`src/include/tdw_pkg.sv`:
```
// Package: constants and types for the transmit DMA write channel and its controller
package tdw_pkg;

    // ==========================================================
    // Device configuration register
    localparam logic [11:0] TDW_CFG_OFFSET = 12'h118;
    localparam logic [7:0]  TDW_CFG_RESET  = 8'h00;
    localparam logic [7:0]  TDW_CFG_WMASK  = 8'he7;  // Bits 4:3 read zero
    localparam int          TDW_RST_BIT    = 7;
    localparam int          TDW_ENB_BIT    = 6;
    localparam int          TDW_ROLE_BIT   = 5;
    localparam int          TDW_CHAN_MSB   = 2;
    localparam int          TDW_CHAN_LSB   = 0;
    localparam logic [2:0]  TDW_CHAN_0     = 3'h0;
    localparam logic [2:0]  TDW_CHAN_2     = 3'h2;
    localparam int          TDW_MSG_WORDS  = 16;

    // ==========================================================
    // Controller APB register map
    localparam logic [7:0]  TDW_A_CTRL     = 8'h00;
    localparam logic [7:0]  TDW_A_STAT     = 8'h04;
    localparam logic [7:0]  TDW_A_CFGW     = 8'h08;
    localparam logic [7:0]  TDW_A_SRC      = 8'h0c;
    localparam logic [7:0]  TDW_A_LEN      = 8'h10;
    localparam int          TDW_CTRL_START = 0;
    localparam int          TDW_STAT_BUSY  = 0;
    localparam int          TDW_STAT_DONE  = 1;
    localparam int          TDW_STAT_REM   = 16;
    localparam int          TDW_LEN_W      = 16;

    // ==========================================================
    // State encodings
    typedef enum logic [1:0] {
        TDW_D_IDLE = 2'h1,
        TDW_D_REQ  = 2'h2
    } tdw_dev_st_t;

    typedef enum logic [5:0] {
        TDW_C_IDLE = 6'h01,
        TDW_C_CFG  = 6'h02,
        TDW_C_WAIT = 6'h04,
        TDW_C_DRV  = 6'h08,
        TDW_C_SLO  = 6'h10,
        TDW_C_SHI  = 6'h20
    } tdw_ctl_st_t;

    // Only channel 0 and channel 2 codes carry a channel
    function automatic logic tdw_chan_ok(input logic [2:0] chan);
        return (chan == TDW_CHAN_0) || (chan == TDW_CHAN_2);
    endfunction

endpackage

```
`src/include/tdw_if.sv`:
```
// Interface: microprocessor bus and DMA handshake between controller and framer
`timescale 1ns/1ns
interface tdw_if #(
    parameter int AW = 12,
    parameter int DW = 8
);
    logic          req_n;
    logic          ack_n;
    logic          cs_n;
    logic          wr_n;
    logic          rd_n;
    logic [AW-1:0] addr;
    logic [DW-1:0] wdata;
    logic [DW-1:0] rdata;

    modport dev (
        output req_n,
        output rdata,
        input  ack_n,
        input  cs_n,
        input  wr_n,
        input  rd_n,
        input  addr,
        input  wdata
    );

    modport ctl (
        input  req_n,
        input  rdata,
        output ack_n,
        output cs_n,
        output wr_n,
        output rd_n,
        output addr,
        output wdata
    );
endinterface

```
`src/hw/tdw_ctl.sv`:
```
// Controller end: APB-programmed DMA controller feeding the framer write channel
`timescale 1ns/1ns
module tdw_ctl
    import tdw_pkg::*;
#(
    parameter int AW  = 12,
    parameter int DW  = 8,
    parameter int MAW = 16
) (
    input  wire logic           pclk,
    input  wire logic           presetn,
    input  wire logic [7:0]     paddr,
    input  wire logic           psel,
    input  wire logic           penable,
    input  wire logic           pwrite,
    input  wire logic [31:0]    pwdata,
    output logic [31:0]         prdata,
    output logic                pready,
    output logic                pslverr,
    output logic [MAW-1:0]      mem_addr,
    input  wire logic [DW-1:0]  mem_rdata,
    tdw_if.ctl                  bus
);
    tdw_ctl_st_t          st_q, st_d;
    logic                 rdy_q, rdy_d, err_q, err_d;
    logic [31:0]          prd_q, prd_d;
    logic [7:0]           cfgw_q, cfgw_d;
    logic [MAW-1:0]       src_q, src_d, ma_q, ma_d;
    logic [TDW_LEN_W-1:0] len_q, len_d, rem_q, rem_d;
    logic                 pcfg_q, pcfg_d, pgo_q, pgo_d, done_q, done_d;
    logic                 role_q, role_d, ack_q, ack_d, cs_q, cs_d;
    logic                 wr_q, wr_d, rd_q, rd_d;
    logic [DW-1:0]        wd_q, wd_d;
    logic                 wacc, mapped, fin;

    assign wacc   = psel & penable & rdy_q & pwrite;
    assign mapped = (paddr == TDW_A_CTRL) | (paddr == TDW_A_STAT) | (paddr == TDW_A_CFGW)
                  | (paddr == TDW_A_SRC) | (paddr == TDW_A_LEN);

    // ==========================================================
    // APB slave: answers one cycle after setup, no wait states
    always_comb begin
        rdy_d  = psel & ~penable;
        err_d  = psel & ~penable & ~mapped;
        prd_d  = '0;
        cfgw_d = cfgw_q;
        src_d  = src_q;
        len_d  = len_q;
        pcfg_d = pcfg_q;
        pgo_d  = pgo_q;
        unique case (paddr)
            TDW_A_STAT: begin
                prd_d[TDW_STAT_BUSY] = (st_q != TDW_C_IDLE);
                prd_d[TDW_STAT_DONE] = done_q;
                prd_d[TDW_STAT_REM +: TDW_LEN_W] = rem_q;
            end
            TDW_A_CFGW: prd_d[7:0] = cfgw_q;
            TDW_A_SRC:  prd_d[MAW-1:0] = src_q;
            TDW_A_LEN:  prd_d[TDW_LEN_W-1:0] = len_q;
            default:    prd_d = '0;
        endcase
        if (wacc) begin
            if (paddr == TDW_A_CFGW) begin
                cfgw_d = pwdata[7:0];
                pcfg_d = 1'b1;
            end
            if (paddr == TDW_A_SRC) begin
                src_d = pwdata[MAW-1:0];
            end
            if (paddr == TDW_A_LEN) begin
                len_d = pwdata[TDW_LEN_W-1:0];
            end
            if ((paddr == TDW_A_CTRL) & pwdata[TDW_CTRL_START]) begin
                pgo_d = 1'b1;
            end
        end
        // A pending order is dropped once the sequencer has taken it
        if (st_q == TDW_C_IDLE) begin
            if (pcfg_q) begin
                pcfg_d = wacc & (paddr == TDW_A_CFGW);
            end else if (pgo_q) begin
                pgo_d = wacc & (paddr == TDW_A_CTRL) & pwdata[TDW_CTRL_START];
            end
        end
    end

    // ==========================================================
    // Bus sequencer: configuration writes and DMA word strobes
    always_comb begin
        st_d   = st_q;
        ma_d   = ma_q;
        rem_d  = rem_q;
        role_d = role_q;
        ack_d  = ack_q;
        cs_d   = 1'b1;
        wr_d   = wr_q;
        rd_d   = 1'b1;
        wd_d   = wd_q;
        fin    = 1'b0;
        unique case (st_q)
            TDW_C_IDLE: begin
                wr_d = 1'b1;
                if (pcfg_q) begin
                    cs_d   = 1'b0;
                    wr_d   = 1'b0;
                    wd_d   = DW'(cfgw_q);
                    role_d = cfgw_q[TDW_ROLE_BIT];
                    st_d   = TDW_C_CFG;
                end else if (pgo_q) begin
                    ma_d  = src_q;
                    rem_d = len_q;
                    st_d  = TDW_C_WAIT;
                end
            end
            TDW_C_CFG: begin
                wr_d = 1'b1;
                st_d = TDW_C_IDLE;
            end
            TDW_C_WAIT: begin
                if (rem_q == '0) begin
                    fin  = 1'b1;
                    st_d = TDW_C_IDLE;
                end else if (~bus.req_n) begin
                    ack_d = 1'b0;
                    wr_d  = role_q;       // Direction role holds write low
                    st_d  = TDW_C_DRV;
                end
            end
            TDW_C_DRV: begin
                wd_d = mem_rdata;
                if (role_q) begin
                    wr_d = 1'b0;
                end else begin
                    rd_d = 1'b0;
                end
                st_d = TDW_C_SLO;
            end
            TDW_C_SLO: begin
                wr_d  = role_q ? 1'b1 : wr_q;
                ma_d  = ma_q + MAW'(1);
                rem_d = rem_q - TDW_LEN_W'(1);
                st_d  = TDW_C_SHI;
            end
            TDW_C_SHI: begin
                if ((rem_q == '0) | bus.req_n) begin
                    ack_d = 1'b1;
                    wr_d  = 1'b1;
                    fin   = (rem_q == '0);
                    st_d  = (rem_q == '0) ? TDW_C_IDLE : TDW_C_WAIT;
                end else begin
                    st_d = TDW_C_DRV;
                end
            end
        endcase
        // Done is sticky; a new finish wins over a clear in the same cycle
        done_d = done_q;
        if (wacc & (paddr == TDW_A_STAT) & pwdata[TDW_STAT_DONE]) begin
            done_d = 1'b0;
        end
        if (fin) begin
            done_d = 1'b1;
        end
    end

    always_ff @(posedge pclk or negedge presetn) begin
        if (!presetn) begin
            st_q <= TDW_C_IDLE;
            rdy_q <= 1'b0;
            err_q <= 1'b0;
            prd_q <= '0;
            cfgw_q <= TDW_CFG_RESET;
            src_q <= '0;
            len_q <= '0;
            pcfg_q <= 1'b0;
            pgo_q <= 1'b0;
            done_q <= 1'b0;
            ma_q <= '0;
            rem_q <= '0;
            role_q <= 1'b0;
            ack_q <= 1'b1;
            cs_q <= 1'b1;
            wr_q <= 1'b1;
            rd_q <= 1'b1;
            wd_q <= '0;
        end else begin
            st_q <= st_d;
            rdy_q <= rdy_d;
            err_q <= err_d;
            prd_q <= prd_d;
            cfgw_q <= cfgw_d;
            src_q <= src_d;
            len_q <= len_d;
            pcfg_q <= pcfg_d;
            pgo_q <= pgo_d;
            done_q <= done_d;
            ma_q <= ma_d;
            rem_q <= rem_d;
            role_q <= role_d;
            ack_q <= ack_d;
            cs_q <= cs_d;
            wr_q <= wr_d;
            rd_q <= rd_d;
            wd_q <= wd_d;
        end
    end

    assign prdata    = prd_q;
    assign pready    = rdy_q;
    assign pslverr   = err_q;
    assign mem_addr  = ma_q;
    assign bus.ack_n = ack_q;
    assign bus.cs_n  = cs_q;
    assign bus.wr_n  = wr_q;
    assign bus.rd_n  = rd_q;
    assign bus.addr  = AW'(TDW_CFG_OFFSET);
    assign bus.wdata = wd_q;
endmodule

```
`src/flat_wrapper.sv`:
```
// flat-port wrapper written by rule: the top's interface ports become plain ports
module tdw_ctl_flat import tdw_pkg::*;
#(
    parameter int AW  = 12,
    parameter int DW  = 8,
    parameter int MAW = 16
)
  (pclk, presetn, paddr, psel, penable, pwrite, pwdata, prdata, pready, pslverr, mem_addr, mem_rdata, bus_req_n, bus_rdata, bus_ack_n, bus_cs_n, bus_wr_n, bus_rd_n, bus_addr, bus_wdata);
  tdw_if #(.AW(AW), .DW(DW)) bus_i ();
  input  wire logic pclk;
  input  wire logic presetn;
  input  wire logic [7:0] paddr;
  input  wire logic psel;
  input  wire logic penable;
  input  wire logic pwrite;
  input  wire logic [31:0] pwdata;
  output logic [31:0] prdata;
  output logic pready;
  output logic pslverr;
  output logic [MAW-1:0] mem_addr;
  input  wire logic [DW-1:0] mem_rdata;
  input wire logic [$bits(bus_i.req_n)-1:0] bus_req_n;
  input wire logic [$bits(bus_i.rdata)-1:0] bus_rdata;
  output wire logic [$bits(bus_i.ack_n)-1:0] bus_ack_n;
  output wire logic [$bits(bus_i.cs_n)-1:0] bus_cs_n;
  output wire logic [$bits(bus_i.wr_n)-1:0] bus_wr_n;
  output wire logic [$bits(bus_i.rd_n)-1:0] bus_rd_n;
  output wire logic [$bits(bus_i.addr)-1:0] bus_addr;
  output wire logic [$bits(bus_i.wdata)-1:0] bus_wdata;
  assign bus_i.req_n = bus_req_n;
  assign bus_i.rdata = bus_rdata;
  assign bus_ack_n = bus_i.ack_n;
  assign bus_cs_n = bus_i.cs_n;
  assign bus_wr_n = bus_i.wr_n;
  assign bus_rd_n = bus_i.rd_n;
  assign bus_addr = bus_i.addr;
  assign bus_wdata = bus_i.wdata;
  tdw_ctl #(.AW(AW), .DW(DW), .MAW(MAW)) u_core (.pclk(pclk), .presetn(presetn), .paddr(paddr), .psel(psel), .penable(penable), .pwrite(pwrite), .pwdata(pwdata), .prdata(prdata), .pready(pready), .pslverr(pslverr), .mem_addr(mem_addr), .mem_rdata(mem_rdata), .bus(bus_i));
endmodule
```
`config.mk`:
```
export PLATFORM = sky130hd
export DESIGN_NAME = tdw_ctl_flat
export DESIGN_NICKNAME = d
export VERILOG_FILES = /design/src/include/tdw_pkg.sv /design/src/include/tdw_if.sv /design/src/hw/tdw_ctl.sv /design/src/flat_wrapper.sv
export SDC_FILE = /design/constraint.sdc
export NUM_CORES = 1
export LEC_CHECK = 0
export ABC_AREA = 1
export ABC_CLOCK_PERIOD_IN_PS = 2810
export BUFFER_PORTS_ARGS = -buffer_cell sky130_fd_sc_hd__buf_2
export CAP_MARGIN = 20
export CORE_MARGIN = 3
export CORE_UTILIZATION = 51
export CTS_CLUSTER_SIZE = 28
export DETAILED_ROUTE_END_ITERATION = 7
export PLACE_DENSITY = 0.75
export SYNTH_ARGS = -nofsm -noshare
export SYNTH_HDL_FRONTEND = slang
export SYNTH_SLANG_ARGS = --single-unit
```
`constraint.sdc`:
```
create_clock -name pclk -period 2.81 [get_ports pclk]
set_input_delay 0.1405 -clock pclk [delete_from_list [all_inputs] [get_ports pclk]]
set_output_delay 0.1405 -clock pclk [all_outputs]
set_load 0.005 [all_outputs]
```
Yosys cells after proc, flatten, opt, wreduce, memory -nomap -nowiden
Index checks and enable logic that the tools add are counted.
{ "classes": {"mux": 46, "n_bitwise": 18, "addsub": 2, "n_reduce_logical": 15, "n_eq_ne": 21} }
{ "ops": {"columns": ["operator", "n"], "rows": [
  ["2-to-1 mux 16 bit", 5],
  ["one-hot mux 16 bit (2 select lines)", 2],
  ["one-hot mux 6 bit (6 select lines)", 1],
  ["one-hot mux 8 bit (2 select lines)", 2],
  ["2-to-1 mux 6 bit", 5],
  ["2-to-1 mux 1 bit", 24],
  ["one-hot mux 6 bit (3 select lines)", 1],
  ["adder 16 x 1 -> 16 bit, second input constant", 1],
  ["equality test 8 x 4 -> 1 bit, second input constant", 2],
  ["logical NOT 16 bit", 1],
  ["subtractor 16 x 1 -> 16 bit, second input constant", 1],
  ["AND reduction 2 bit", 6],
  ["AND 1 bit", 11],
  ["!= test 2 x 1 -> 1 bit, second input constant", 5],
  ["equality test 8 x 3 -> 1 bit, second input constant", 1],
  ["equality test 8 x 5 -> 1 bit, second input constant", 1],
  ["logical NOT 8 bit", 1],
  ["2-to-1 mux 8 bit", 1],
  ["one-hot mux 2 bit (4 select lines)", 1],
  ["nonzero test 2 bit", 4],
  ["equality test 6 x 1 -> 1 bit, second input constant", 1],
  ["equality test 6 x 2 -> 1 bit, second input constant", 1],
  ["equality test 6 x 3 -> 1 bit, second input constant", 1],
  ["equality test 6 x 4 -> 1 bit, second input constant", 1],
  ["14 further kinds", 22]
]} }
{ "totals": {"out_inout_bits": 74, "inputBits": 62, "register_bits": 128} }

Logic depth before layout (Yosys ltp)
Gate-level depths: netlist of run 1.
{ "depth": {"ltp_word": 8, "depth_mapped": 10, "mapped_depth_nobuf": 10} }

Worst setup path after synthesis of run 1
No wires, ideal clock.
{ "synth_path": {"path_kind": "flip-flop to flip-flop", "startpoint": "register u_core.st_q[5]", "endpoint": "register u_core.rem_q[9]", "stages_incl_launch_ff": 10, "synth_period_minus_slack_ns": 1.435, "setup_slack_ns": 1.375, "arrival_time_ns": 1.311, "path_buffers": 1, "path_cell_list": "dfrtp_1 > nor2_4 > nand4_4 > nor2_4 > nand2_4 > nand2_2 > inv_2 > buf_6 > nand2_1 > nand3_1"} }
{ "synth_between": {"elab_chain_len": 3, "word_cells_on_any_way": 7, "classes_between": "eq/ne (4); mux (1); reduce/logical (2)"} }
{ "synth_rtl": {"columns": ["item", "line_no", "text"], "rows": [
  ["from (decl)", "tdw_ctl.sv:24", "tdw_ctl_st_t st_q, st_d;"],
  ["from (signal assigned)", "tdw_ctl.sv:186", "st_q <= st_d;"],
  ["equality test 6 x 1 -> 1 bit / equality test 6 x 5 -> 1 bit (equally long branches)", "tdw_ctl.sv:100", "unique case (st_q)"],
  ["!= test 2 bit (no source line) (tied with other cells)", null, null],
  ["AND reduction 3 bit (no source line)", null, null],
  ["to (signal assigned)", "tdw_ctl.sv:197", "rem_q <= rem_d;"],
  ["to (decl)", "tdw_ctl.sv:29", "logic [TDW_LEN_W-1:0] len_q, len_d, rem_q, rem_d;"]
]} }
Parallel ways exist; a longest one is shown, timed or not.
A chain may end at the register's enable or synchronous reset.

Worst setup path in the final report of run 1
{ "layout_path": {"startpoint": "register u_core.st_q[2]", "endpoint": "register u_core.ma_q[7], in the netlist u_core.mem_addr[7]"} }
{ "layout_between": {"elab_chain_len": 3, "word_cells_on_any_way": 7, "classes_between": "eq/ne (4); mux (1); reduce/logical (2)"} }
{ "layout_rtl": {"columns": ["item", "line_no", "text"], "rows": [
  ["equality test 6 x 1 -> 1 bit / equality test 6 x 5 -> 1 bit (equally long branches)", "tdw_ctl.sv:100", null],
  ["!= test 2 bit (no source line) (tied with other cells)", null, null],
  ["AND reduction 3 bit (no source line)", null, null],
  ["to (signal assigned)", "tdw_ctl.sv:196", "ma_q <= ma_d;"],
  ["to (decl)", "tdw_ctl.sv:28", "logic [MAW-1:0] src_q, src_d, ma_q, ma_d;"]
]} }
Parallel ways exist; a longest one is shown, timed or not.

==> impl_metrics.json, run 1 <==
{
  "yosysSeqAreaShare_pct": 50.9,
  "rr_worst_depth": 7,
  "globalplace.congestion": 0.925,
  "synth_top_area_share_pct": 48.8,
  "timing.fmax_ghz": 0.513,
  "die_x_um": 117,
  "remaining_drc_errors": 0,
  "cp_max_fo": 21,
  "internal-power_uw": 4050,
  "dr.first_iter.drc_count": 561,
  "grt_use_total_pct": 23.3,
  "io_pins": 136,
  "switchingPower_uw": 1960,
  "ir_worst_vdd_v": 0.000441,
  "period_needed_ns": 1.95,
  "antenna_cells": 0,
  "cts_made_buffers": 17,
  "grt_max_degree": 51,
  "final_nets": 938,
  "synth_common_cells": "208 x nand2_1, 123 x dfrtp_1, 82 x inv_1",
  "postRouteAntennaNets": 0,
  "synth_area_leaders": "dfrtp_1 49%, nand2_1 12%, inv_1 4.9%, nor2_1 4.7%, nand3_1 3.7%",
  "dpl_cell_area_sq_um": 6850,
  "yosys.area_share.simple_pct": 29.2,
  "ys.flop_type": "dfrtp_1",
  "drt-wirelength-per-cell_um": 14.6,
  "fin_crit_sh_pct": 69.4,
  "cts.sinks": 128,
  "synth_edf_count": 0,
  "grt_pass1_vias": 4936,
  "muxShareOfSynthArea_pct": 0,
  "syn2layout_area_growth_pct": 21.5,
  "syn-cell-area_sq_um": 6300,
  "dr.pass1.iters": 5,
  "synth-compound-area-share_pct": 9.45,
  "hold_end": "u_core.bus.wdata[2]$_DFFE_PN0P_",
  "ys_types": 43,
  "dp_hpwl_mm": 10.8,
  "clk_latency_ns": 0.42,
  "setup_tns_ns": 0,
  "postCtsResizedCells": 0,
  "worst_pin_slew_ns": 0.661,
  "dpl_worst_slack_ns": 0.885,
  "total_power_uw": 6010,
  "crit_required_ns": 3.10,
  "combPwrFrac_pct": 24.8,
  "cts_tree": "built",
  "r2r-start": "u_core.st_q[2]$_DFFE_PN0P_",
  "power_density_nw_per_um2": 785,
  "start_kind": "flip-flop",
  "netlist_instances": 755,
  "start_util_pct": 53.6,
  "cts_buffer_depth": 2,
  "setup_viol": 0,
  "syn_area_per_cell_sq_um": 8.35,
  "rows": 39,
  "power_switching_share_pct": 32.6,
  "synth_seq_cells": 128,
  "hp-class": "input port to flip-flop",
  "vias_per_cell": 5.14,
  "final.setup.worst_slack_ns": 0.860,
  "core_sq_um": 11800,
  "antenna_found_initial": 0,
  "slew-limit-headroom_pct": 55.9,
  "cellLeakagePower_uw": 0.00395,
  "seqPwrFrac_pct": 36.3,
  "timing.hold.ws_ns": 0.0141,
  "finalInstanceArea_sq_um": 7660,
  "routed_wl_mm": 15.4,
  "rsz0062_at_grt": "false",
  "clock-root-buffer": "clkbuf_16",
  "maxSlewViolCount": 0,
  "max_cap_viol_count": 0,
  "layout-drive-gt1-share_pct": 20.9,
  "clkPwrFrac_pct": 38.8,
  "yosysMostFrequentCell": "nand2_1",
  "synth_top_family_by_area": "simple AND/OR/NAND/NOR gates",
  "min_path_cells": 3,
  "synth_fa_ha_area_share_pct": 0.397,
  "fillers": 972,
  "clk_pin_slew_worst_paths_ns": 0.06,
  "synthArstFlopShare_pct": 100,
  "fp.dieH_um": 117,
  "synth_top_area_cell": "dfrtp_1",
  "finalHoldViolCount": 0,
  "end_kind": "flip-flop",
  "hp-start": "mem_rdata[2]",
  "io_buffers": 99,
  "status": "complete, no violations",
  "worst-endpoint-arrival_ns": 2.24,
  "critPathKind": "flip-flop to flip-flop",
  "final.setup_skew_ns": 0.00801,
  "vias": 5397,
  "r2r-end": "u_core.mem_addr[7]$_DFFE_PN0P_",
  "regToRegSetupSlack_ns": 0.86,
  "ys_warn_count": 0,
  "grt-ovfl-total": 0,
  "h-tree-depth": 4,
  "die-area_sq_um": 13700,
  "grt_first_pass_wirelength_mm": 24.5,
  "post_synth_xor_area_fraction_pct": 0.695
}
[cell families after synthesis]
| family | count (synthesis) |
|---|---|
| AOI/OAI and AO/OA | 101 |
| xor gates and xnor gates | 5 |
| adders and majority gates | 2 |
| buffers and inverters | 120 |
| DFF | 128 |
| other | 2 |
| and+or+nand+nor | 397 |
[power groups by stage]
stage	registers, uW	clock network [uW]	logic [uW]
2_1_floorplan	2190	0	1040
3_3_place_gp	2200	0	1400
3_5_place_dp	2210	0	1440
4_1_cts	2180	2350	1480
5_1_grt	2210	2440	1680
6_report	2180	2330	1490
[worst max-delay path, cell delays in order (launching register included)]
cell and delay (ns):
dfrtp_1 0.45, nor2_4 0.18, nand3_2 0.28, buf_4 0.33, nor3_2 0.25, nand2_1 0.11, o21ai_0 0.15, nand3_1 0.08
[final cells by class]
type	instances	area (sq um)	area share, %
Clock buffer	19	443	5.78
Sequential cell	128	3210	41.9
Tap cell	164	205	2.68
Clock inverter	13	185	2.42
Inverter	87	328	4.28
Multi-Input combinational cell	517	2550	33.3
Timing Repair Buffer	123	736	9.61
[routing by layer]
| layer | vias up | GRT usage [%] | part of all wire [%] |
|---|---|---|---|
| li1 | 2661 | - | - |
| met1 | 2518 | 33.2 | 45 |
| met2 | 189 | 35.7 | 48 |
| met3 | 29 | 4.63 | 5.5 |
| met4 | 0 | 8.41 | 1.8 |
| met5 | - | 0 | 0 |
[worst max path at each step]
stage / startpoint / endpoint / cells after the start / slack (ns)
2_1_floorplan: u_core.st_q[5]$_DFFE_PN0P_ / u_core.rem_q[9]$_DFFE_PN0P_ / 9 / 1.38
3_3_place_gp: u_core.st_q[5]$_DFFE_PN0P_ / u_core.rem_q[0]$_DFFE_PN0P_ / 8 / 0.90
3_5_place_dp: u_core.st_q[5]$_DFFE_PN0P_ / u_core.rem_q[0]$_DFFE_PN0P_ / 8 / 0.88
4_1_cts: u_core.st_q[5]$_DFFE_PN0P_ / u_core.rem_q[14]$_DFFE_PN0P_ / 8 / 0.88
5_1_grt: u_core.st_q[2]$_DFFE_PN0P_ / u_core.mem_addr[7]$_DFFE_PN0P_ / 7 / 0.70
6_report: u_core.st_q[2]$_DFFE_PN0P_ / u_core.mem_addr[7]$_DFFE_PN0P_ / 7 / 0.86
[state kept, by name, summed over array words and instances, names as in the netlist, 6 cells and up]
name,cells
u_core.len_q,16
u_core.bus.wdata,8
u_core.prdata,32
u_core.rem_q,16
u_core.src_q,16
u_core.mem_addr,16
u_core.cfgw_q,8
u_core.st_q,6
[metrics by stage]
stage,instances,utilization (%)
6_report,1051,65.1
5_1_grt,1051,65.1
4_1_cts,1050,65.0
3_5_place_dp,1001,58.2
3_3_place_gp,1001,58.2
2_1_floorplan,765,-
[cells in the final DEF (no fill, tap or decap), drive strengths merged, types with 4 or more instances in the layout]
cell type / n
a31oi: 8
xor2: 5
conb: 12
clkbuf: 19
nand3: 50
o211ai: 7
nor2: 89
dlygate4sd3: 18
buf: 105
o22ai: 5
a21oi: 4
nand4: 20
nand3b: 5
nand2: 214
dfrtp: 123
dfstp: 5
o21ai: 73
nor3: 17
bufinv: 4
inv: 87
clkinv: 7
[timing repair]
item,4_1_cts,5_1_grt
hold buffers,17,1
hold endpoints to repair,62,1
setup buffers,0,0
(Power assumes the default switching activity.)
==> run 2: changes to the inputs <==
Settings changed: ABC_CLOCK_PERIOD_IN_PS 2810 to 1800.
Clock period 2.81 ns to 1.8 ns, I/O delays scaled along.
==> run 2 against run 1 <==
  * Via count up 4.3%
  * Sequential share of layout area fell by 1.4 points
  * Sequential cell count unchanged
  * Critical path type unchanged
  * Highest routed layer unchanged
==> impl_metrics.json, run 2 (synthesis results as in run 1) <==
{
  "crit_buf_inv": 2,
  "max_cap_viol_count": 0,
  "cts_made_buffers": 17,
  "setup_viol": 0,
  "rows": 39,
  "clk_latency_ns": 0.41,
  "drt-wirelength-per-cell_um": 15.2,
  "rsz0062_at_grt": "true",
  "core_sq_um": 11800,
  "h-tree-depth": 4,
  "dp_hpwl_mm": 11.3,
  "worst-endpoint-arrival_ns": 1.98,
  "ir_worst_vdd_v": 0.000603,
  "cp_max_fo": 10,
  "grt_max_degree": 38,
  "routed_wl_mm": 16.5,
  "grt_pass1_vias": 5319,
  "path_cells": "inv_1, nor2_1, nand3_2, buf_4, nor2_2, nand2_1, o21ai_1, nand3_1",
  "setup_tns_ns": 0,
  "antenna_found_initial": 0,
  "finalNonFillerCells": 1083,
  "remaining_drc_errors": 0,
  "slowest_stage": "dfrtp_1",
  "fp.dieH_um": 117,
  "clock-root-buffer": "clkbuf_16",
  "dr.first_iter.drc_count": 530,
  "start_kind": "flip-flop",
  "crit_required_ns": 2.09,
  "timing.fmax_ghz": 0.593,
  "period_needed_ns": 1.69,
  "place_inst": 1022,
  "start_util_pct": 53.6,
  "fin_util_pct": 67.4,
  "final_common_cell": "nand2_1",
  "layout-drive-gt1-share_pct": 23.0,
  "dr.pass1.iters": 6,
  "globalplace.congestion": 0.985,
  "fillers": 960,
  "grt-ovfl-total": 0,
  "die_x_um": 117,
  "dpl_cell_area_sq_um": 7020,
  "vias": 5631,
  "clk_pin_slew_worst_paths_ns": 0.06,
  "antenna_cells": 0,
  "grt_first_pass_wirelength_mm": 26.5,
  "status": "complete, no violations",
  "fin_crit_sh_pct": 93.8,
  "io_buffers": 99,
  "syn2layout_area_growth_pct": 25.7,
  "cts.sinks": 128,
  "crit_path_max_incr_delay_ns": 0.41,
  "final.setup_skew_ns": 0.00852,
  "die-area_sq_um": 13700,
  "critPathKind": "flip-flop to flip-flop",
  "finalHoldViolCount": 0,
  "final.setup.worst_slack_ns": 0.113,
  "postRouteAntennaNets": 0,
  "io_pins": 136,
  "final_nets": 970,
  "final_cell_mix": "208 x nand2_1, 122 x dfrtp_1, 98 x buf_2",
  "cts_tree": "built",
  "grt_use_total_pct": 25.2,
  "vias_per_cell": 5.20,
  "cts_buffer_depth": 2,
  "power_density_nw_per_um2": 1180,
  "largest_register_ffs": 32,
  "end_kind": "flip-flop",
  "finalInstanceArea_sq_um": 7920,
  "maxSlewViolCount": 0,
  "path_delay_family": "simple AND/OR/NAND/NOR gates",
  "dpl_worst_slack_ns": 0.0663,
  "cellLeakagePower_uw": 0.00408,
  "hp-class": "input port to flip-flop"
}
## run 2: changes by cell type in the layout (fill, tap and decap cells not counted), sizes merged
cell / before / now
clkbuf: 19 / 17
bufinv: 4 / 2
buf: 105 / 127
clkinv: 7 / 6
inv: 87 / 90
clkinvlp: 2 / 4
dlygate4sd3: 18 / 28
## run 2: tightest hold or removal path: stages
cell	delay [ns]
buf_2	0.08
inv_1	0.08
o21ai_2	0.14
## run 2: final timing paths
path / cells past startpoint / to / slack [ns] / from
max: 8 / u_core.mem_addr[10]$_DFFE_PN0P_ / 0.11 / u_core.st_q[4]$_DFFE_PN0P_
min: 3 / u_core.src_q[5]$_DFFE_PN0P_ / 0.01 / pwdata[5]
max reg2reg: 8 / u_core.mem_addr[10]$_DFFE_PN0P_ / 0.11 / u_core.st_q[4]$_DFFE_PN0P_
min reg2reg: 2 / u_core.bus.ack_n$_DFFE_PN1P_ / 0.46 / u_core.bus.ack_n$_DFFE_PN1P_
max in group asynchronous: 3 / u_core.bus.cs_n$_DFF_PN1_ / 0.97 / presetn
min in group asynchronous: 2 / u_core.prdata[30]$_DFF_PN0_ / 0.18 / presetn
## run 2: layout make-up
cell class | instances | area (sq um) | share of cell area, %
sequential | 128 | 3210 | 40.5
multi-input combinational | 517 | 2580 | 32.5
timing repair buffer | 155 | 1020 | 12.8
clock buffer | 17 | 425 | 5.37
inverter | 87 | 328 | 4.14
tap | 164 | 205 | 2.59
clock inverter | 15 | 158 | 1.99
## run 2: metal layers
layer / GRT usage (%) / wire [um]
met1: 34.6 / 7130
met2: 39.8 / 8050
met3: 5.30 / 981
met4: 8.94 / 331
met5: 0 / 0
## run 2: where the power goes
group	total [uW]	switching, uW	internal (uW)
Combinational	2510	1560	951
Clock	3410	1360	2050
Sequential	3410	264	3150
Total	9340	3190	6150
## run 2: repair_timing
action,in CTS,in global routing
endpoints found under the setup margin,0,22
resized for setup,0,8
buffers inserted,0,1
hold buffers,28,0
hold endpoints to repair,68,0
## run 2: stage by stage
stage               power, uW  hold WS [ns]
global placement         5680        0.0671
finish                   9340        0.0147
detailed placement       5730        0.0702
global route             9870       0.00921
floorplan                5040        -0.206
CTS                      9190       0.00285
==> run 3: changes to the inputs <==
Settings changed: CORE_MARGIN 3 to 1.5, PLACE_DENSITY 0.75 to 0.86.
==> run 3 against run 2 <==
  * Global-route usage grew 0.95 points
  * Largest cell class unchanged
  * Highest routed layer unchanged
  * Via count grew 0.82%
  * Sequential share of layout area is essentially flat
  * Critical path type unchanged
  * Hold slack gained 0.0078 ns
==> impl_metrics.json, run 3 (synthesis results as in run 1) <==
{
  "status": "complete, no violations",
  "core_sq_um": 12000,
  "vias_per_cell": 5.37,
  "power_density_nw_per_um2": 1210,
  "rows": 40,
  "period_needed_ns": 1.66,
  "regToRegSetupSlack_ns": 0.14,
  "end_kind": "flip-flop",
  "start_kind": "flip-flop",
  "final_common_cell": "nand2_1",
  "die_x_um": 114,
  "critPathKind": "flip-flop to flip-flop",
  "maxSlewViolCount": 0,
  "final.setup.worst_slack_ns": 0.144,
  "ir_worst_vdd_v": 0.000603,
  "remaining_drc_errors": 0,
  "routed_wl_mm": 16.2,
  "dr.first_iter.drc_count": 539,
  "dpl_worst_slack_ns": 0.124,
  "cp_max_fo": 21,
  "fin_crit_sh_pct": 92.0,
  "antenna_cells": 0,
  "globalplace.congestion": 0.882,
  "hp-class": "input port to flip-flop",
  "die-area_sq_um": 13000,
  "rsz0062_at_grt": "false",
  "layout-drive-gt1-share_pct": 22.5,
  "clk_latency_ns": 0.42,
  "grt_max_degree": 51,
  "path_cells": "nor2_4, nand4_4, nor2_4, nand2_8, nand2_2, buf_12, nand3_1, o21ai_0",
  "cellLeakagePower_uw": 0.00406,
  "final-seq-area_sq_um": 3210,
  "grt_first_pass_wirelength_mm": 26.1,
  "cts_made_buffers": 17,
  "timing.critical_path.mode_cell": "nor2_4",
  "dr.pass1.iters": 6,
  "fillers": 929,
  "fin_util_pct": 65.9,
  "multi_input_area_sq_um": 2580,
  "worst-endpoint-arrival_ns": 1.99,
  "syn2layout_area_growth_pct": 25.6,
  "io_buffers": 99,
  "cts_tree": "built",
  "finalHoldViolCount": 0,
  "cts.sinks": 128,
  "fp.dieH_um": 114,
  "final.setup_skew_ns": 0.00815,
  "largest_register_ffs": 32,
  "antenna_found_initial": 0,
  "dp_hpwl_mm": 11.0,
  "drt-wirelength-per-cell_um": 15.3,
  "setup_tns_ns": 0,
  "h-tree-depth": 4,
  "max_cap_viol_count": 0,
  "final_cell_mix": "207 x nand2_1, 122 x dfrtp_1, 98 x buf_2",
  "postRouteAntennaNets": 0,
  "clk_pin_slew_worst_paths_ns": 0.06,
  "grt-ovfl-total": 0,
  "slowest_stage": "dfrtp_2",
  "setup_viol": 0,
  "final_nets": 963,
  "clock-root-buffer": "clkbuf_16",
  "start_util_pct": 52.5,
  "timing.fmax_ghz": 0.604,
  "vias": 5677,
  "grt_pass1_vias": 5432,
  "crit_path_max_incr_delay_ns": 0.45,
  "crit_required_ns": 2.13,
  "cts_buffer_depth": 2,
  "grt_use_total_pct": 26.2,
  "io_pins": 136
}
## run 3: changes by cell type in the layout (fill, tap and decap cells not counted), moves of 2 or more
cell / previous run / this run
inv_6: 5 / 0
buf_12: 2 / 4
nand2_2: 1 / 3
bufinv_16: 2 / 4
clkbuf_1: 0 / 2
clkbuf_8: 0 / 3
buf_4: 26 / 19
clkinv_2: 4 / 2
## run 3: final timing paths
path	end	start	cells past startpoint
setup / recovery	u_core.mem_addr[6]$_DFFE_PN0P_	u_core.st_q[2]$_DFFE_PN0P_	8
min in group asynchronous	u_core.prdata[23]$_DFF_PN0_	presetn	2
max in group asynchronous	u_core.bus.ack_n$_DFFE_PN1P_	presetn	3
setup reg to reg	u_core.mem_addr[6]$_DFFE_PN0P_	u_core.st_q[2]$_DFFE_PN0P_	8
hold reg to reg	u_core.bus.wr_n$_DFFE_PN1P_	u_core.bus.wr_n$_DFFE_PN1P_	2
hold / removal	u_core.cfgw_q[4]$_DFFE_PN0P_	pwdata[4]	3
## run 3: timing repair
action                     in CTS  in global routing
hold buffers                   26                  1
setup endpoints to repair       0                  5
resized for setup               0                  8
setup buffers                   0                  2
hold endpoints to repair      142                  1
## run 3: critical path, delay by kind of cell (launching register included)
family	cells	cell delay (ns)
simple gates	6	0.86
compound gates	1	0.09
buf+inv	1	0.17
flops	1	0.45
## run 3: where the power goes
part | leakage [uW] | switching, uW | internal, uW
Clock | 0.000298 | 1240 | 2420
Combinational | 0.00201 | 1570 | 910
Sequential | 0.00175 | 263 | 3150
Total | 0.00406 | 3070 | 6480
## run 3: metal layers
| metal | share of wire, % | GRT usage, % | up-vias | wire length, um |
|---|---|---|---|---|
| met5 | 0 | 0 | - | 0 |
| met4 | 2.9 | 10.8 | 0 | 466 |
| met3 | 8.2 | 6.93 | 45 | 1330 |
| met2 | 49 | 43.0 | 284 | 7920 |
| met1 | 40 | 33.0 | 2642 | 6480 |
| li1 | - | - | 2706 | - |
## run 3: metrics by stage
step	power [uW]	std cells	hold slack [ns]	instance area, sq um
after floorplan	5040	765	-0.206	6340
after global placement	5610	998	0.0260	6970
after detailed placement	5680	998	0.0299	6970
after CTS	9420	1055	0.000566	7860
after global routing	10100	1058	0.0147	7920
final	9550	1058	0.0226	7920
## run 3: cell type report
type | instances | share of cell area (%)
flip-flops and latches | 128 | 40.6
multi-input cells | 517 | 32.6
repair buffers | 148 | 12.4
clock buffers | 22 | 5.99
inverters | 87 | 4.14
well taps | 147 | 2.32
clock inverters | 9 | 1.98
